===== src/logic/cmsd_pkg.sv =====
// Shared constants and types for the core memory-space decoder
`default_nettype none
package cmsd_pkg;
  // Locally held special function register addresses
  localparam logic [7:0] SFR_SP = 8'h81;
  localparam logic [7:0] SFR_DPL = 8'h82;
  localparam logic [7:0] SFR_DPH = 8'h83;
  localparam logic [7:0] SFR_PROGRAM_STORE_CONTROL = 8'h8f;
  localparam logic [7:0] SFR_PSW = 8'hd0;
  localparam logic [7:0] SFR_ACC = 8'he0;
  localparam logic [7:0] SFR_AUXB = 8'hf0;
  // Reset values
  localparam logic [7:0] SP_RST = 8'h07;
  localparam logic [7:0] REG_RST = 8'h00;
  // Field positions
  localparam int PSW_RS_LO = 3;
  localparam int PSW_RS_HI = 4;
  localparam int PROGRAM_STORE_CONTROL_WEN = 0;
  localparam int DIR_SFR_BIT = 7;
  // Memory map figures
  localparam logic [7:0] BIT_BASE = 8'h20;
  localparam logic [15:0] PMEM_LAST = 16'h3dff;
  localparam logic [7:0] OP_NOP = 8'h00;
  localparam logic [7:0] OP_NOP_ALT = 8'ha5;
  // Access kind, given by the instruction's operand type
  typedef enum logic [2:0] {
    CMSD_K_DIR = 3'h0,
    CMSD_K_IND = 3'h1,
    CMSD_K_REG = 3'h2,
    CMSD_K_BIT = 3'h3,
    CMSD_K_PUSH = 3'h4,
    CMSD_K_POP = 3'h5,
    CMSD_K_XWR = 3'h6
  } cmsd_kind_e;
  // Branch target forms
  typedef enum logic [1:0] {
    CMSD_B_REL = 2'h0,
    CMSD_B_ABS = 2'h1,
    CMSD_B_LONG = 2'h2
  } cmsd_br_e;
endpackage
`default_nettype wire


===== src/logic/cmsd_ram_if.sv =====
// Port bundle between the decoder and its internal data RAM
`default_nettype none
interface cmsd_ram_if;
  logic re;
  logic we;
  logic [7:0] addr;
  logic [7:0] wdata;
  logic [7:0] rdata;
  modport ctrl (output re, output we, output addr, output wdata,
                input rdata);
  modport mem (input re, input we, input addr, input wdata,
               output rdata);
endinterface
`default_nettype wire


===== src/logic/cmsd_ram.sv =====
// Internal data RAM, synchronous read, read-before-write
`default_nettype none
module cmsd_ram #(
  parameter int DEPTH = 256
) (
  input wire logic clk_i,
  input wire logic rst_n_i,
  cmsd_ram_if.mem bus
);
  typedef struct packed {
    logic [7:0] rdata;
  } cmsd_ram_s;
  cmsd_ram_s q_r;
  cmsd_ram_s q_nxt;
  logic [7:0] mem [DEPTH];

  // Read data is held until the next read
  always_comb begin
    q_nxt = q_r;
    if (bus.re) begin
      q_nxt.rdata = mem[bus.addr];
    end
  end

  // Contents are left unreset, as any RAM
  always_ff @(posedge clk_i) begin
    if (bus.we) begin
      mem[bus.addr] <= bus.wdata;
    end
  end

  always_ff @(posedge clk_i) begin
    if (!rst_n_i) begin
      q_r <= '0;
    end else begin
      q_r <= q_nxt;
    end
  end

  assign bus.rdata = q_r.rdata;
endmodule
`default_nettype wire


===== src/logic/cmsd_branch.sv =====
// Branch target former for relative, page and long forms
`default_nettype none
module cmsd_branch (
  input wire logic clk_i,
  input wire logic rst_n_i,
  input wire logic valid_i,
  input wire cmsd_pkg::cmsd_br_e kind_i,
  input wire logic [15:0] next_pc_i,
  input wire logic [15:0] operand_i,
  output logic [15:0] target_o,
  output logic rsvd_o,
  output logic done_o
);
  typedef struct packed {
    logic [15:0] target;
    logic rsvd;
    logic done;
  } cmsd_br_s;
  cmsd_br_s q_r;
  cmsd_br_s q_nxt;
  logic [15:0] tgt;

  // Target per form; result is registered for timing
  always_comb begin
    q_nxt = q_r;
    tgt = next_pc_i;
    if (kind_i == cmsd_pkg::CMSD_B_REL) begin
      tgt = next_pc_i + {{8{operand_i[7]}}, operand_i[7:0]};
    end else if (kind_i == cmsd_pkg::CMSD_B_ABS) begin
      tgt = {next_pc_i[15:11], operand_i[10:0]};
    end else begin
      tgt = operand_i;
    end
    q_nxt.done = valid_i;
    if (valid_i) begin
      q_nxt.target = tgt;
      q_nxt.rsvd = tgt > cmsd_pkg::PMEM_LAST;
    end
  end

  always_ff @(posedge clk_i) begin
    if (!rst_n_i) begin
      q_r <= '0;
    end else begin
      q_r <= q_nxt;
    end
  end

  assign target_o = q_r.target;
  assign rsvd_o = q_r.rsvd;
  assign done_o = q_r.done;
endmodule
`default_nettype wire


===== src/logic/cmsd_core.sv =====
// Core memory-space decoder: RAM, banks, bits, stack and SFR routing
// Behaviour
// - Relative branch adds signed byte to address after the branch
// - Short absolute forms keep page bits, take 11 bits from operand
// - Long forms take the full 16-bit target anywhere in code
// - Opcode 0xA5 behaves exactly as a no-operation
// - Program store is 0x0000 to 0x3FFF, above 0x3DFF is reserved
// - Store control bit 0 sends external-data writes to program store
// - 256 bytes of RAM, lower half by direct or indirect modes
// - Above 0x7F indirect reaches upper RAM, direct reaches SFRs
// - RAM 0x00-0x1F holds four banks, status bits 3-4 pick one
// - Only the first two bank registers serve as indirect pointers
// - Bit addresses 0x00-0x7F map onto bytes 0x20-0x2F ascending
// - Bit or byte access is chosen by operand type, not address
// - Push writes one above the pointer, then increments it
// - Reset loads stack pointer with 0x07
// - Stack may sit anywhere in RAM, up to 256 bytes deep
// - Stack pointer lives at SFR address 0x81
// - Every direct access 0x80-0xFF goes to the SFR space
// - SFRs at addresses ending 0x0 or 0x8 are bit-addressable
`default_nettype none
module cmsd_core (
  input wire logic CLK_SYS_I,
  input wire logic RST_N_I,
  input wire logic REQ_VALID_I,
  input wire cmsd_pkg::cmsd_kind_e REQ_KIND_I,
  input wire logic REQ_WRITE_I,
  input wire logic [7:0] REQ_ADDR_I,
  input wire logic [7:0] REQ_WDATA_I,
  output logic REQ_READY_O,
  output logic RSP_VALID_O,
  output logic [7:0] RSP_DATA_O,
  output logic RSP_BIT_O,
  output logic PMEM_WE_O,
  output logic PMEM_RSVD_O,
  output logic XDATA_WE_O,
  output logic [15:0] XW_ADDR_O,
  output logic [7:0] XW_DATA_O,
  output logic SFR_EXT_RE_O,
  output logic SFR_EXT_WE_O,
  output logic [7:0] SFR_EXT_ADDR_O,
  output logic [7:0] SFR_EXT_WDATA_O,
  input wire logic [7:0] SFR_EXT_RDATA_I,
  input wire logic OP_VALID_I,
  input wire logic [7:0] OPCODE_I,
  output logic IS_NOP_O,
  input wire logic BR_VALID_I,
  input wire cmsd_pkg::cmsd_br_e BR_KIND_I,
  input wire logic [15:0] BR_NEXT_PC_I,
  input wire logic [15:0] BR_OPERAND_I,
  output logic [15:0] BR_TARGET_O,
  output logic BR_RSVD_O,
  output logic BR_DONE_O,
  output logic [7:0] STACK_PTR_O,
  output logic [1:0] BANK_SEL_O
);
  typedef enum logic [3:0] {
    ST_IDLE = 4'b0001,
    ST_PTR = 4'b0010,
    ST_DATA = 4'b0100,
    ST_SFRX = 4'b1000
  } cmsd_st_e;

  typedef struct packed {
    cmsd_st_e st;
    cmsd_pkg::cmsd_kind_e kind;
    logic wr;
    logic [7:0] addr;
    logic [7:0] wdata;
    logic [7:0] sp;
    logic [7:0] data_pointer_low;
    logic [7:0] data_pointer_high;
    logic [7:0] program_store_control;
    logic [7:0] processor_status_word;
    logic [7:0] acc;
    logic [7:0] auxb;
    logic ready;
    logic rsp_valid;
    logic [7:0] rsp_data;
    logic rsp_bit;
    logic pmem_we;
    logic pmem_rsvd;
    logic xdata_we;
    logic [15:0] xw_addr;
    logic [7:0] xw_data;
    logic sfr_re;
    logic sfr_we;
    logic [7:0] sfr_addr;
    logic [7:0] sfr_wdata;
    logic no_operation;
  } cmsd_core_s;

  cmsd_core_s q_r;
  cmsd_core_s q_nxt;
  cmsd_ram_if ram_bus ();

  logic [1:0] bank;
  logic [7:0] la;
  logic l_hit;
  logic [7:0] l_val;
  logic lw_en;
  logic [7:0] lw_addr;
  logic [7:0] lw_val;
  logic [15:0] dptr;

  localparam int DIR_SFR_W = cmsd_pkg::DIR_SFR_BIT;
  localparam logic [7:0] BIT_BASE_W = cmsd_pkg::BIT_BASE;

  // Bank register address inside the low 32 bytes
  function automatic logic [7:0] reg_addr(input logic [1:0] bk,
                                          input logic [2:0] idx);
    reg_addr = {3'h0, bk, idx};
  endfunction

  // Byte that holds a bit; SFR bits land on 0x?0 and 0x?8
  function automatic logic [7:0] bit_byte(input logic [7:0] ba);
    if (ba[DIR_SFR_W]) begin
      bit_byte = {ba[7:3], 3'h0};
    end else begin
      bit_byte = BIT_BASE_W + {4'h0, ba[6:3]};
    end
  endfunction

  // Replace one bit of a byte
  function automatic logic [7:0] bit_put(input logic [7:0] v,
                                         input logic [2:0] pos,
                                         input logic b);
    bit_put = v;
    bit_put[pos] = b;
  endfunction

  assign bank = q_r.processor_status_word[cmsd_pkg::PSW_RS_HI:cmsd_pkg::PSW_RS_LO];
  assign dptr = {q_r.data_pointer_high, q_r.data_pointer_low};
  // Local SFR address for this request, bit or byte by operand type
  assign la = (REQ_KIND_I == cmsd_pkg::CMSD_K_BIT) ?
              bit_byte(REQ_ADDR_I) : REQ_ADDR_I;

  // Locally held SFR read decode
  always_comb begin
    l_hit = 1'b1;
    l_val = 8'h00;
    if (la == cmsd_pkg::SFR_SP) begin
      l_val = q_r.sp;
    end else if (la == cmsd_pkg::SFR_DPL) begin
      l_val = q_r.data_pointer_low;
    end else if (la == cmsd_pkg::SFR_DPH) begin
      l_val = q_r.data_pointer_high;
    end else if (la == cmsd_pkg::SFR_PROGRAM_STORE_CONTROL) begin
      l_val = q_r.program_store_control;
    end else if (la == cmsd_pkg::SFR_PSW) begin
      l_val = q_r.processor_status_word;
    end else if (la == cmsd_pkg::SFR_ACC) begin
      l_val = q_r.acc;
    end else if (la == cmsd_pkg::SFR_AUXB) begin
      l_val = q_r.auxb;
    end else begin
      l_hit = 1'b0;
    end
  end

  // Main sequencer: one request at a time, answered once
  always_comb begin
    q_nxt = q_r;
    ram_bus.re = 1'b0;
    ram_bus.we = 1'b0;
    ram_bus.addr = 8'h00;
    ram_bus.wdata = 8'h00;
    lw_en = 1'b0;
    lw_addr = 8'h00;
    lw_val = 8'h00;
    q_nxt.rsp_valid = 1'b0;
    q_nxt.pmem_we = 1'b0;
    q_nxt.pmem_rsvd = 1'b0;
    q_nxt.xdata_we = 1'b0;
    q_nxt.sfr_re = 1'b0;
    q_nxt.sfr_we = 1'b0;
    q_nxt.no_operation = OP_VALID_I && (OPCODE_I == cmsd_pkg::OP_NOP ||
                OPCODE_I == cmsd_pkg::OP_NOP_ALT);
    case (q_r.st)
      ST_IDLE: begin
        if (REQ_VALID_I) begin
          q_nxt.kind = REQ_KIND_I;
          q_nxt.wr = REQ_WRITE_I;
          q_nxt.addr = REQ_ADDR_I;
          q_nxt.wdata = REQ_WDATA_I;
          case (REQ_KIND_I)
            cmsd_pkg::CMSD_K_REG: begin
              ram_bus.addr = reg_addr(bank, REQ_ADDR_I[2:0]);
              ram_bus.we = REQ_WRITE_I;
              ram_bus.re = !REQ_WRITE_I;
              ram_bus.wdata = REQ_WDATA_I;
              q_nxt.st = REQ_WRITE_I ? ST_IDLE : ST_DATA;
              q_nxt.rsp_valid = REQ_WRITE_I;
            end
            cmsd_pkg::CMSD_K_IND: begin
              // Pointer is R0 or R1 only
              ram_bus.addr = reg_addr(bank, {2'h0, REQ_ADDR_I[0]});
              ram_bus.re = 1'b1;
              q_nxt.st = ST_PTR;
            end
            cmsd_pkg::CMSD_K_DIR, cmsd_pkg::CMSD_K_BIT: begin
              if (!la[DIR_SFR_W]) begin
                // Lower RAM; bit writes need read-modify-write
                ram_bus.addr = la;
                if (REQ_WRITE_I &&
                    REQ_KIND_I == cmsd_pkg::CMSD_K_DIR) begin
                  ram_bus.we = 1'b1;
                  ram_bus.wdata = REQ_WDATA_I;
                  q_nxt.rsp_valid = 1'b1;
                end else begin
                  ram_bus.re = 1'b1;
                  q_nxt.st = ST_DATA;
                end
              end else if (l_hit) begin
                // Direct upper addresses never touch RAM
                lw_en = REQ_WRITE_I;
                lw_addr = la;
                lw_val = (REQ_KIND_I == cmsd_pkg::CMSD_K_BIT) ?
                         bit_put(l_val, REQ_ADDR_I[2:0], REQ_WDATA_I[0]) :
                         REQ_WDATA_I;
                q_nxt.rsp_valid = 1'b1;
                q_nxt.rsp_data = l_val;
                q_nxt.rsp_bit = l_val[REQ_ADDR_I[2:0]];
              end else begin
                // Other SFRs, reserved ones too, are owned outside
                q_nxt.sfr_addr = la;
                q_nxt.sfr_wdata = REQ_WDATA_I;
                if (REQ_WRITE_I &&
                    REQ_KIND_I == cmsd_pkg::CMSD_K_DIR) begin
                  q_nxt.sfr_we = 1'b1;
                  q_nxt.rsp_valid = 1'b1;
                end else begin
                  q_nxt.sfr_re = 1'b1;
                  q_nxt.st = ST_SFRX;
                end
              end
            end
            cmsd_pkg::CMSD_K_PUSH: begin
              // Pointer wraps: the full 256 bytes are usable
              ram_bus.we = 1'b1;
              ram_bus.addr = q_r.sp + 8'h01;
              ram_bus.wdata = REQ_WDATA_I;
              q_nxt.sp = q_r.sp + 8'h01;
              q_nxt.rsp_valid = 1'b1;
            end
            cmsd_pkg::CMSD_K_POP: begin
              ram_bus.re = 1'b1;
              ram_bus.addr = q_r.sp;
              q_nxt.sp = q_r.sp - 8'h01;
              q_nxt.st = ST_DATA;
            end
            cmsd_pkg::CMSD_K_XWR: begin
              q_nxt.xw_addr = dptr;
              q_nxt.xw_data = REQ_WDATA_I;
              if (q_r.program_store_control[cmsd_pkg::PROGRAM_STORE_CONTROL_WEN]) begin
                // Reserved code space is never written
                q_nxt.pmem_we = dptr <= cmsd_pkg::PMEM_LAST;
                q_nxt.pmem_rsvd = dptr > cmsd_pkg::PMEM_LAST;
              end else begin
                q_nxt.xdata_we = 1'b1;
              end
              q_nxt.rsp_valid = 1'b1;
            end
            default: begin
              q_nxt.rsp_valid = 1'b1;
            end
          endcase
        end
      end
      ST_PTR: begin
        // Pointer value picks RAM, upper half included
        ram_bus.addr = ram_bus.rdata;
        if (q_r.wr) begin
          ram_bus.we = 1'b1;
          ram_bus.wdata = q_r.wdata;
          q_nxt.rsp_valid = 1'b1;
          q_nxt.st = ST_IDLE;
        end else begin
          ram_bus.re = 1'b1;
          q_nxt.st = ST_DATA;
        end
      end
      ST_DATA: begin
        q_nxt.rsp_valid = 1'b1;
        q_nxt.rsp_data = ram_bus.rdata;
        q_nxt.rsp_bit = ram_bus.rdata[q_r.addr[2:0]];
        if (q_r.kind == cmsd_pkg::CMSD_K_BIT && q_r.wr) begin
          ram_bus.we = 1'b1;
          ram_bus.addr = bit_byte(q_r.addr);
          ram_bus.wdata = bit_put(ram_bus.rdata, q_r.addr[2:0],
                                  q_r.wdata[0]);
        end
        q_nxt.st = ST_IDLE;
      end
      ST_SFRX: begin
        // Outside data is valid while the read strobe is high
        q_nxt.rsp_valid = 1'b1;
        q_nxt.rsp_data = SFR_EXT_RDATA_I;
        q_nxt.rsp_bit = SFR_EXT_RDATA_I[q_r.addr[2:0]];
        if (q_r.kind == cmsd_pkg::CMSD_K_BIT && q_r.wr) begin
          q_nxt.sfr_we = 1'b1;
          q_nxt.sfr_wdata = bit_put(SFR_EXT_RDATA_I, q_r.addr[2:0],
                                    q_r.wdata[0]);
        end
        q_nxt.st = ST_IDLE;
      end
      default: begin
        q_nxt.st = ST_IDLE;
      end
    endcase
    // Local SFR write decode
    if (lw_en) begin
      if (lw_addr == cmsd_pkg::SFR_SP) begin
        q_nxt.sp = lw_val;
      end else if (lw_addr == cmsd_pkg::SFR_DPL) begin
        q_nxt.data_pointer_low = lw_val;
      end else if (lw_addr == cmsd_pkg::SFR_DPH) begin
        q_nxt.data_pointer_high = lw_val;
      end else if (lw_addr == cmsd_pkg::SFR_PROGRAM_STORE_CONTROL) begin
        q_nxt.program_store_control = lw_val;
      end else if (lw_addr == cmsd_pkg::SFR_PSW) begin
        q_nxt.processor_status_word = lw_val;
      end else if (lw_addr == cmsd_pkg::SFR_ACC) begin
        q_nxt.acc = lw_val;
      end else if (lw_addr == cmsd_pkg::SFR_AUXB) begin
        q_nxt.auxb = lw_val;
      end
    end
    q_nxt.ready = (q_nxt.st == ST_IDLE);
  end

  // State register with synchronous reset
  always_ff @(posedge CLK_SYS_I) begin
    if (!RST_N_I) begin
      q_r <= '0;
      q_r.st <= ST_IDLE;
      q_r.sp <= cmsd_pkg::SP_RST;
      q_r.processor_status_word <= cmsd_pkg::REG_RST;
      q_r.program_store_control <= cmsd_pkg::REG_RST;
      q_r.ready <= 1'b1;
    end else begin
      q_r <= q_nxt;
    end
  end

  cmsd_ram #(
    .DEPTH(256)
  ) u_ram (
    .clk_i(CLK_SYS_I),
    .rst_n_i(RST_N_I),
    .bus(ram_bus)
  );

  cmsd_branch u_branch (
    .clk_i(CLK_SYS_I),
    .rst_n_i(RST_N_I),
    .valid_i(BR_VALID_I),
    .kind_i(BR_KIND_I),
    .next_pc_i(BR_NEXT_PC_I),
    .operand_i(BR_OPERAND_I),
    .target_o(BR_TARGET_O),
    .rsvd_o(BR_RSVD_O),
    .done_o(BR_DONE_O)
  );

  // Outputs straight from state flops
  assign REQ_READY_O = q_r.ready;
  assign RSP_VALID_O = q_r.rsp_valid;
  assign RSP_DATA_O = q_r.rsp_data;
  assign RSP_BIT_O = q_r.rsp_bit;
  assign PMEM_WE_O = q_r.pmem_we;
  assign PMEM_RSVD_O = q_r.pmem_rsvd;
  assign XDATA_WE_O = q_r.xdata_we;
  assign XW_ADDR_O = q_r.xw_addr;
  assign XW_DATA_O = q_r.xw_data;
  assign SFR_EXT_RE_O = q_r.sfr_re;
  assign SFR_EXT_WE_O = q_r.sfr_we;
  assign SFR_EXT_ADDR_O = q_r.sfr_addr;
  assign SFR_EXT_WDATA_O = q_r.sfr_wdata;
  assign IS_NOP_O = q_r.no_operation;
  assign STACK_PTR_O = q_r.sp;
  assign BANK_SEL_O = bank;

  logic acc_go;
  assign acc_go = q_r.st == ST_IDLE && REQ_VALID_I;
endmodule
`default_nettype wire


===== config.mk =====
export PLATFORM = sky130hd
export DESIGN_NAME = cmsd_core
export DESIGN_NICKNAME = d
export VERILOG_FILES = /design/src/logic/cmsd_pkg.sv /design/src/logic/cmsd_ram_if.sv /design/src/logic/cmsd_ram.sv /design/src/logic/cmsd_branch.sv /design/src/logic/cmsd_core.sv
export SDC_FILE = /design/constraint.sdc
export NUM_CORES = 2
export LEC_CHECK = 0
export ABC_AREA = 1
export BUFFER_PORTS_ARGS = -buffer_cell sky130_fd_sc_hd__buf_2
export CAP_MARGIN = 20
export CORE_MARGIN = 5
export CORE_UTILIZATION = 25
export CTS_CLUSTER_DIAMETER = 120
export DETAILED_ROUTE_END_ITERATION = 12
export PLACE_DENSITY = 0.38
export SLEW_MARGIN = 10
export SYNTH_ARGS = -nofsm -noshare
export SYNTH_HDL_FRONTEND = slang
export SYNTH_HIERARCHICAL = 1
export SYNTH_SLANG_ARGS = --single-unit

===== constraint.sdc =====
create_clock -name CLK_SYS_I -period 15 [get_ports CLK_SYS_I]
set_clock_uncertainty 0.1 [all_clocks]
set_input_delay 0 -clock CLK_SYS_I [delete_from_list [all_inputs] [get_ports CLK_SYS_I]]
set_output_delay 0 -clock CLK_SYS_I [all_outputs]
set_load 0.05 [all_outputs]

# After elaboration in Yosys (flattened, before gate mapping)
# Memory sizes are Yosys's and may differ from the RTL's. A register that Yosys moved wholly into a read port is not among the register bits.
# Index checks and enable logic that the tools add are counted.
# classes
addsub,5
magnitude_cmp,7
eq_ne,34
muxes,118
bitwise,12
reduce_logical,31
# op_table
operator,count
$mux 8,38
$eq 8x8->1 const B,15
$mux 32,2
$mux 56,1
$mux 55,1
$mux 18,3
$mux 16,3
$mux 48,1
$pmux 8 s2,3
$pmux 8 s3,2
$mux 40,1
$pmux 8 s5,1
$gt 16x14->1 const B,2
$mux 1,31
$mux 27,1
$mux 9,3
$pmux 9 s3,1
$bwmux 8,3
$mux 24,1
$reduce_and 5->1,4
$add 16x16->16,1
$le 16x14->1 const B,1
$mux 4,4
$pmux 4 s4,1
other kinds (40),83
# word_totals
ff_bits,155
ramBits,2048
out_inout_bits,85
elab_cells,237
memories,1
# memory_table
memory,depth,width,rd,rd_clocked_by_memory_dff,write_ports,line,source
u_ram.mem,256,8,1,1,1,cmsd_ram.sv:15,logic [7:0] mem [DEPTH];

# Longest topological paths before layout
# depth
depth_word,26
ltp_mapped,29
ltp_nobuf,25

# Hierarchy
# Netlist, hierarchy kept.
# modules_own_cells
module,instances,cells_each,area_each_um2
cmsd_ram,1,7832,84392.2
cmsd_core,1,1204,7977.7
cmsd_branch,1,297,1800.5

# Least setup slack after synthesis
# No wires, ideal clock.
# synth_path
path_type,register -> register
startpoint,reg q_r[136] (netlist name)
endpoint,mem u_ram.mem[0][1] (data pin)
setup_ps,1534
arrival_ps,7839
slack_ps,5527
stages_incl_launch_ff,6
path_buffers,0
period_less_slack_ps,9473
cell_sequence,dfxtp_1 nor2_1 nand3_1 nor2_1 inv_1 o211ai_1
# synth_between
elab_chain_len,2
# synth_rtl
element,line,source
start: declaration,cmsd_core.sv:93,cmsd_core_s q_r;
start signal: assignment,cmsd_core.sv:342,q_r <= q_nxt;
"$eq 4x3->1, or another cell as far along",cmsd_core.sv:179,case (q_r.st)
$pmux 8 s3 *,cmsd_core.sv:179,
net ram_bus.wdata[1],cmsd_ram_if.sv:7,logic [7:0] wdata;
end: declaration,cmsd_ram.sv:15,
# Mark *: on every way through the listed nets, which the timed path passes. The rest lies on a longest branch.

# Final worst setup path
# layout_path
startpoint,reg q_r[133] (netlist name)
endpoint,"mem u_ram.mem[42][1], enable pin"
# layout_rtl
element,line,source
"$eq 4x3->1, or another cell as far along",cmsd_core.sv:179,
$pmux 8 s3 *,cmsd_core.sv:179,
net ram_bus.addr[1],cmsd_ram_if.sv:6,logic [7:0] addr;
# Marked as above.

==> impl_metrics.csv <==
group,metric,value,unit
run_status,status,"finished clean",
floorplan,rows,225,
routing,drt_iter0_markers,5834,
synth,synth_top_cell_by_area,"edfxtp_1",
power_and_ir_drop,p_per_area,129.3,nW/um2
power_and_ir_drop,p_clk_share,43.6,%
routing,vias_per_cell,4.552,
clocking,postCtsHoldBufs,150,
clocking,root_buffer,"clkbuf_16",
grt,antenna_found_initial,17,
synth,synth_cells,9333,
final_layout,finalNetCount,9596,
final_layout,area_delta_synth_final,16.51,%
power_and_ir_drop,switching_share,25.55,%
clocking,cts.sinks,2211,
power_and_ir_drop,leakagePower,41.41,nW
place,place.gp.congestion,0.8235,
clocking,numCtsBuffers,265,
grt,grt_pass1_wl,483400,um
floorplan,io_pins,160,
clocking,cts_tree,"yes",
synth,synth_top_family_by_area,"simple AND/OR/NAND/NOR gates",
synth,synth-seq-cells,2211,
synth,synth_edf_count,2048,
grt,grt_usage,16.65,%
setup_path,crit_path_start_kind,"flip-flop",
synth,synthAdderAreaFrac,0.2471,%
synth,async_reset_ff_share,0,%
synth,yosys.area_share.simple,24.64,%
synth,synth_compound_area_share,2.732,%
clocking,clk_latency,0.88,ns
power_and_ir_drop,switching_power,0.003625,W
clocking,cts-resized-gates,0,
sta,hold_violations,0,
floorplan,die_area,389100,um2
sta,worstMarginPinSlew,1.133,ns
synth,syn_area_per_cell,10.09,um2
routing,num_vias,66930,
place,dp_hpwl,196600,um
setup_path,crit_path_end_kind,"flip-flop",
floorplan,core_area,375500,um2
clocking,cts_setup_buffers,0,
synth,muxShareOfSynthArea,0,%
power_and_ir_drop,peakVddDrop,0.07621,mV
setup_path,critPathRequiredTime,15.38,ns
sta,relSlewSlack,24.15,%
job,drv_cap,0,
final_layout,drive_gt1_share,7.770,%
floorplan,die_x,623.7,um
sta,fin_crit_sh,47.06,%
sta,setup_violations,0,
floorplan,initial_core_util,25.08,%
synth,ys.flop_type,"edfxtp_1",
min_path,hp-class,"in -> reg",
routing,route.detailed.drc,0,
sta,fmax,141.7,MHz
floorplan,die_h,623.7,um
sta,grt_setup_unrepaired,"no",
power_and_ir_drop,power_frac_comb,9.0,%
final_layout,regArea,64760,um2
sta,min_period,7.058,ns
synth,ys_types,58,
grt,first_global_vias,66440,
clocking,path_clk_slew,0.06,ns
synth,syn_area,94170,um2
final_layout,final_common_cell,"nand2_1",
routing,wl_per_cell,22.84,um
routing,routed_wl,335900,um
sta,tns,0,ns
clocking,h-tree-depth,5,
synth,yosys_warnings,6,
power_and_ir_drop,pwr-share-seq,47.4,%
routing,dr.pass1.iters,6,
final_layout,nFillCells,39200,
sta,drv_slew,0,
grt,grt_max_degree,158,
synth,netlist_top_cells_area,"edfxtp_1, nand2_1, dfxtp_1",
sta,worst_hold_slack,0.1041,ns
synth,synth-xor-area-share,0.05580,%
grt,grt-ovfl-total,0,
routing,antenna_left,0,
final_layout,multiInputGateArea,26240,um2
synth,yosysSeqAreaShare,68.77,%
synth,syn-num-nets,9426,
power_and_ir_drop,internal-power,0.01056,W
setup_path,critical_path_peak_fanout,64,
place,portBuffers,159,
setup_path,crit_type,"reg -> reg",
final_layout,final_cell_mix,"nand2_1, edfxtp_1, nor2_1",
clocking,clk_path_buf_depth,4,
setup_path,cp_data_arrival_time,7.43,ns
synth,netlist.area_leader.share,65.31,%
-- metal layers --
layer | track usage (%) | wire length, um | up-vias
met2 | 26.75 | 153000 | 1809
met3 | 2.263 | 18280 | 372
li1 | - | - | 31350
met5 | 0 | 0 | -
met4 | 3.914 | 7324 | 0
met1 | 23.78 | 157200 | 33400
-- sequential cells by signal, summed over array words and instances (netlist names), 2 cells and up --
name               count
u_ram/mem           2048
q_r                   54
XW_ADDR_O             16
dptr                  16
u_branch/target_o     16
RSP_DATA_O             8
SFR_EXT_ADDR_O         8
SFR_EXT_WDATA_O        8
STACK_PTR_O            8
XW_DATA_O              8
u_ram/bus.rdata        8
BANK_SEL_O             2
-- area by class of cell --
cell class              instances  area share, %
diodes                          6        0.01368
clock buffers                 331          6.412
clock inverters               137          1.027
inverters                     222         0.7857
multi-input cells            6367          23.92
flip-flops and latches       2211          59.03
well taps                    4994          5.695
repair buffers                436          3.120
-- stage by stage --
stage	util, %	setup slack, ns	total power, W	instances	area (um2)
3_5_place_dp	26.63	7.910	0.008108	14080	100000
4_1_cts	29.20	7.881	0.01438	14690	109700
6_report	29.22	7.942	0.01419	14700	109700
5_1_grt	29.21	7.648	0.01475	14700	109700
3_3_place_gp	26.62	7.928	0.008115	14070	99950
2_1_floorplan	-	5.527	0.007613	9333	94170
-- final timing paths --
check	slack [ns]	from	cells past startpoint	endpoint
worst min-delay path	0.10	SFR_EXT_RDATA_I[5]	6	RSP_DATA_O[5]$_SDFFE_PN0P_
worst max register to register	7.94	q_r[133]$_SDFF_PN1_	15	u_ram/mem[42][1]$_DFFE_PP_
worst max-delay path	7.94	q_r[133]$_SDFF_PN1_	15	u_ram/mem[42][1]$_DFFE_PP_
worst min register to register	0.36	SFR_EXT_ADDR_O[7]$_SDFFE_PN0P_	1	SFR_EXT_ADDR_O[7]$_SDFFE_PN0P_
-- cell usage after synthesis, types with 7 or more instances --
library cell  count
inv_1           203
dfxtp_1         163
buf_4            62
nor3_1           35
a21oi_1         193
ha_1             17
buf_2           212
buf_1            45
o211ai_1         12
nor2_1          754
nand3_2           7
o22ai_1          14
a22oi_1          12
clkbuf_1        212
or2_2            10
nand3_1         398
nand2_2          14
nand4_1         137
o21ai_0         197
inv_2            13
nand2_1        4483
o21ai_1           7
edfxtp_1       2048
nor2_2            8
-- critical path, cell delays in order, from the launching register on --
cell      delay [ns]
dfxtp_1         0.33
nor2_1          0.16
inv_1           0.06
nor3_1          0.59
nand2_1         0.39
inv_1           0.45
nand3_1         0.21
o221ai_4        0.18
inv_8           0.20
nor2_4          0.36
buf_4           0.71
buf_4           0.66
inv_1           0.21
nor2_1          0.20
nand2_2         0.67
nor2_1          1.09
-- power groups by stage --
stage	clock [W]	combinational (W)	sequential, W
finish	0.00618	0.00128	0.00673
global route	0.00662	0.00141	0.00672
CTS	0.00637	0.00129	0.00672
detailed placement	0	0.00125	0.00686
global placement	0	0.00126	0.00685
floorplan	0	0.000735	0.00688
-- cell families (layout without fill, tap and decap cells) --
group / Yosys count / count (layout)
AOI/OAI and AO/OA: 474 / 474
xor gates and xnor gates: 6 / 6
adders and majority gates: 18 / 18
buffers and inverters: 755 / 1126
DFF: 2211 / 2211
other: 0 / 6
and+or+nand+nor: 5869 / 5869
Power figures use the tool's default switching activity.
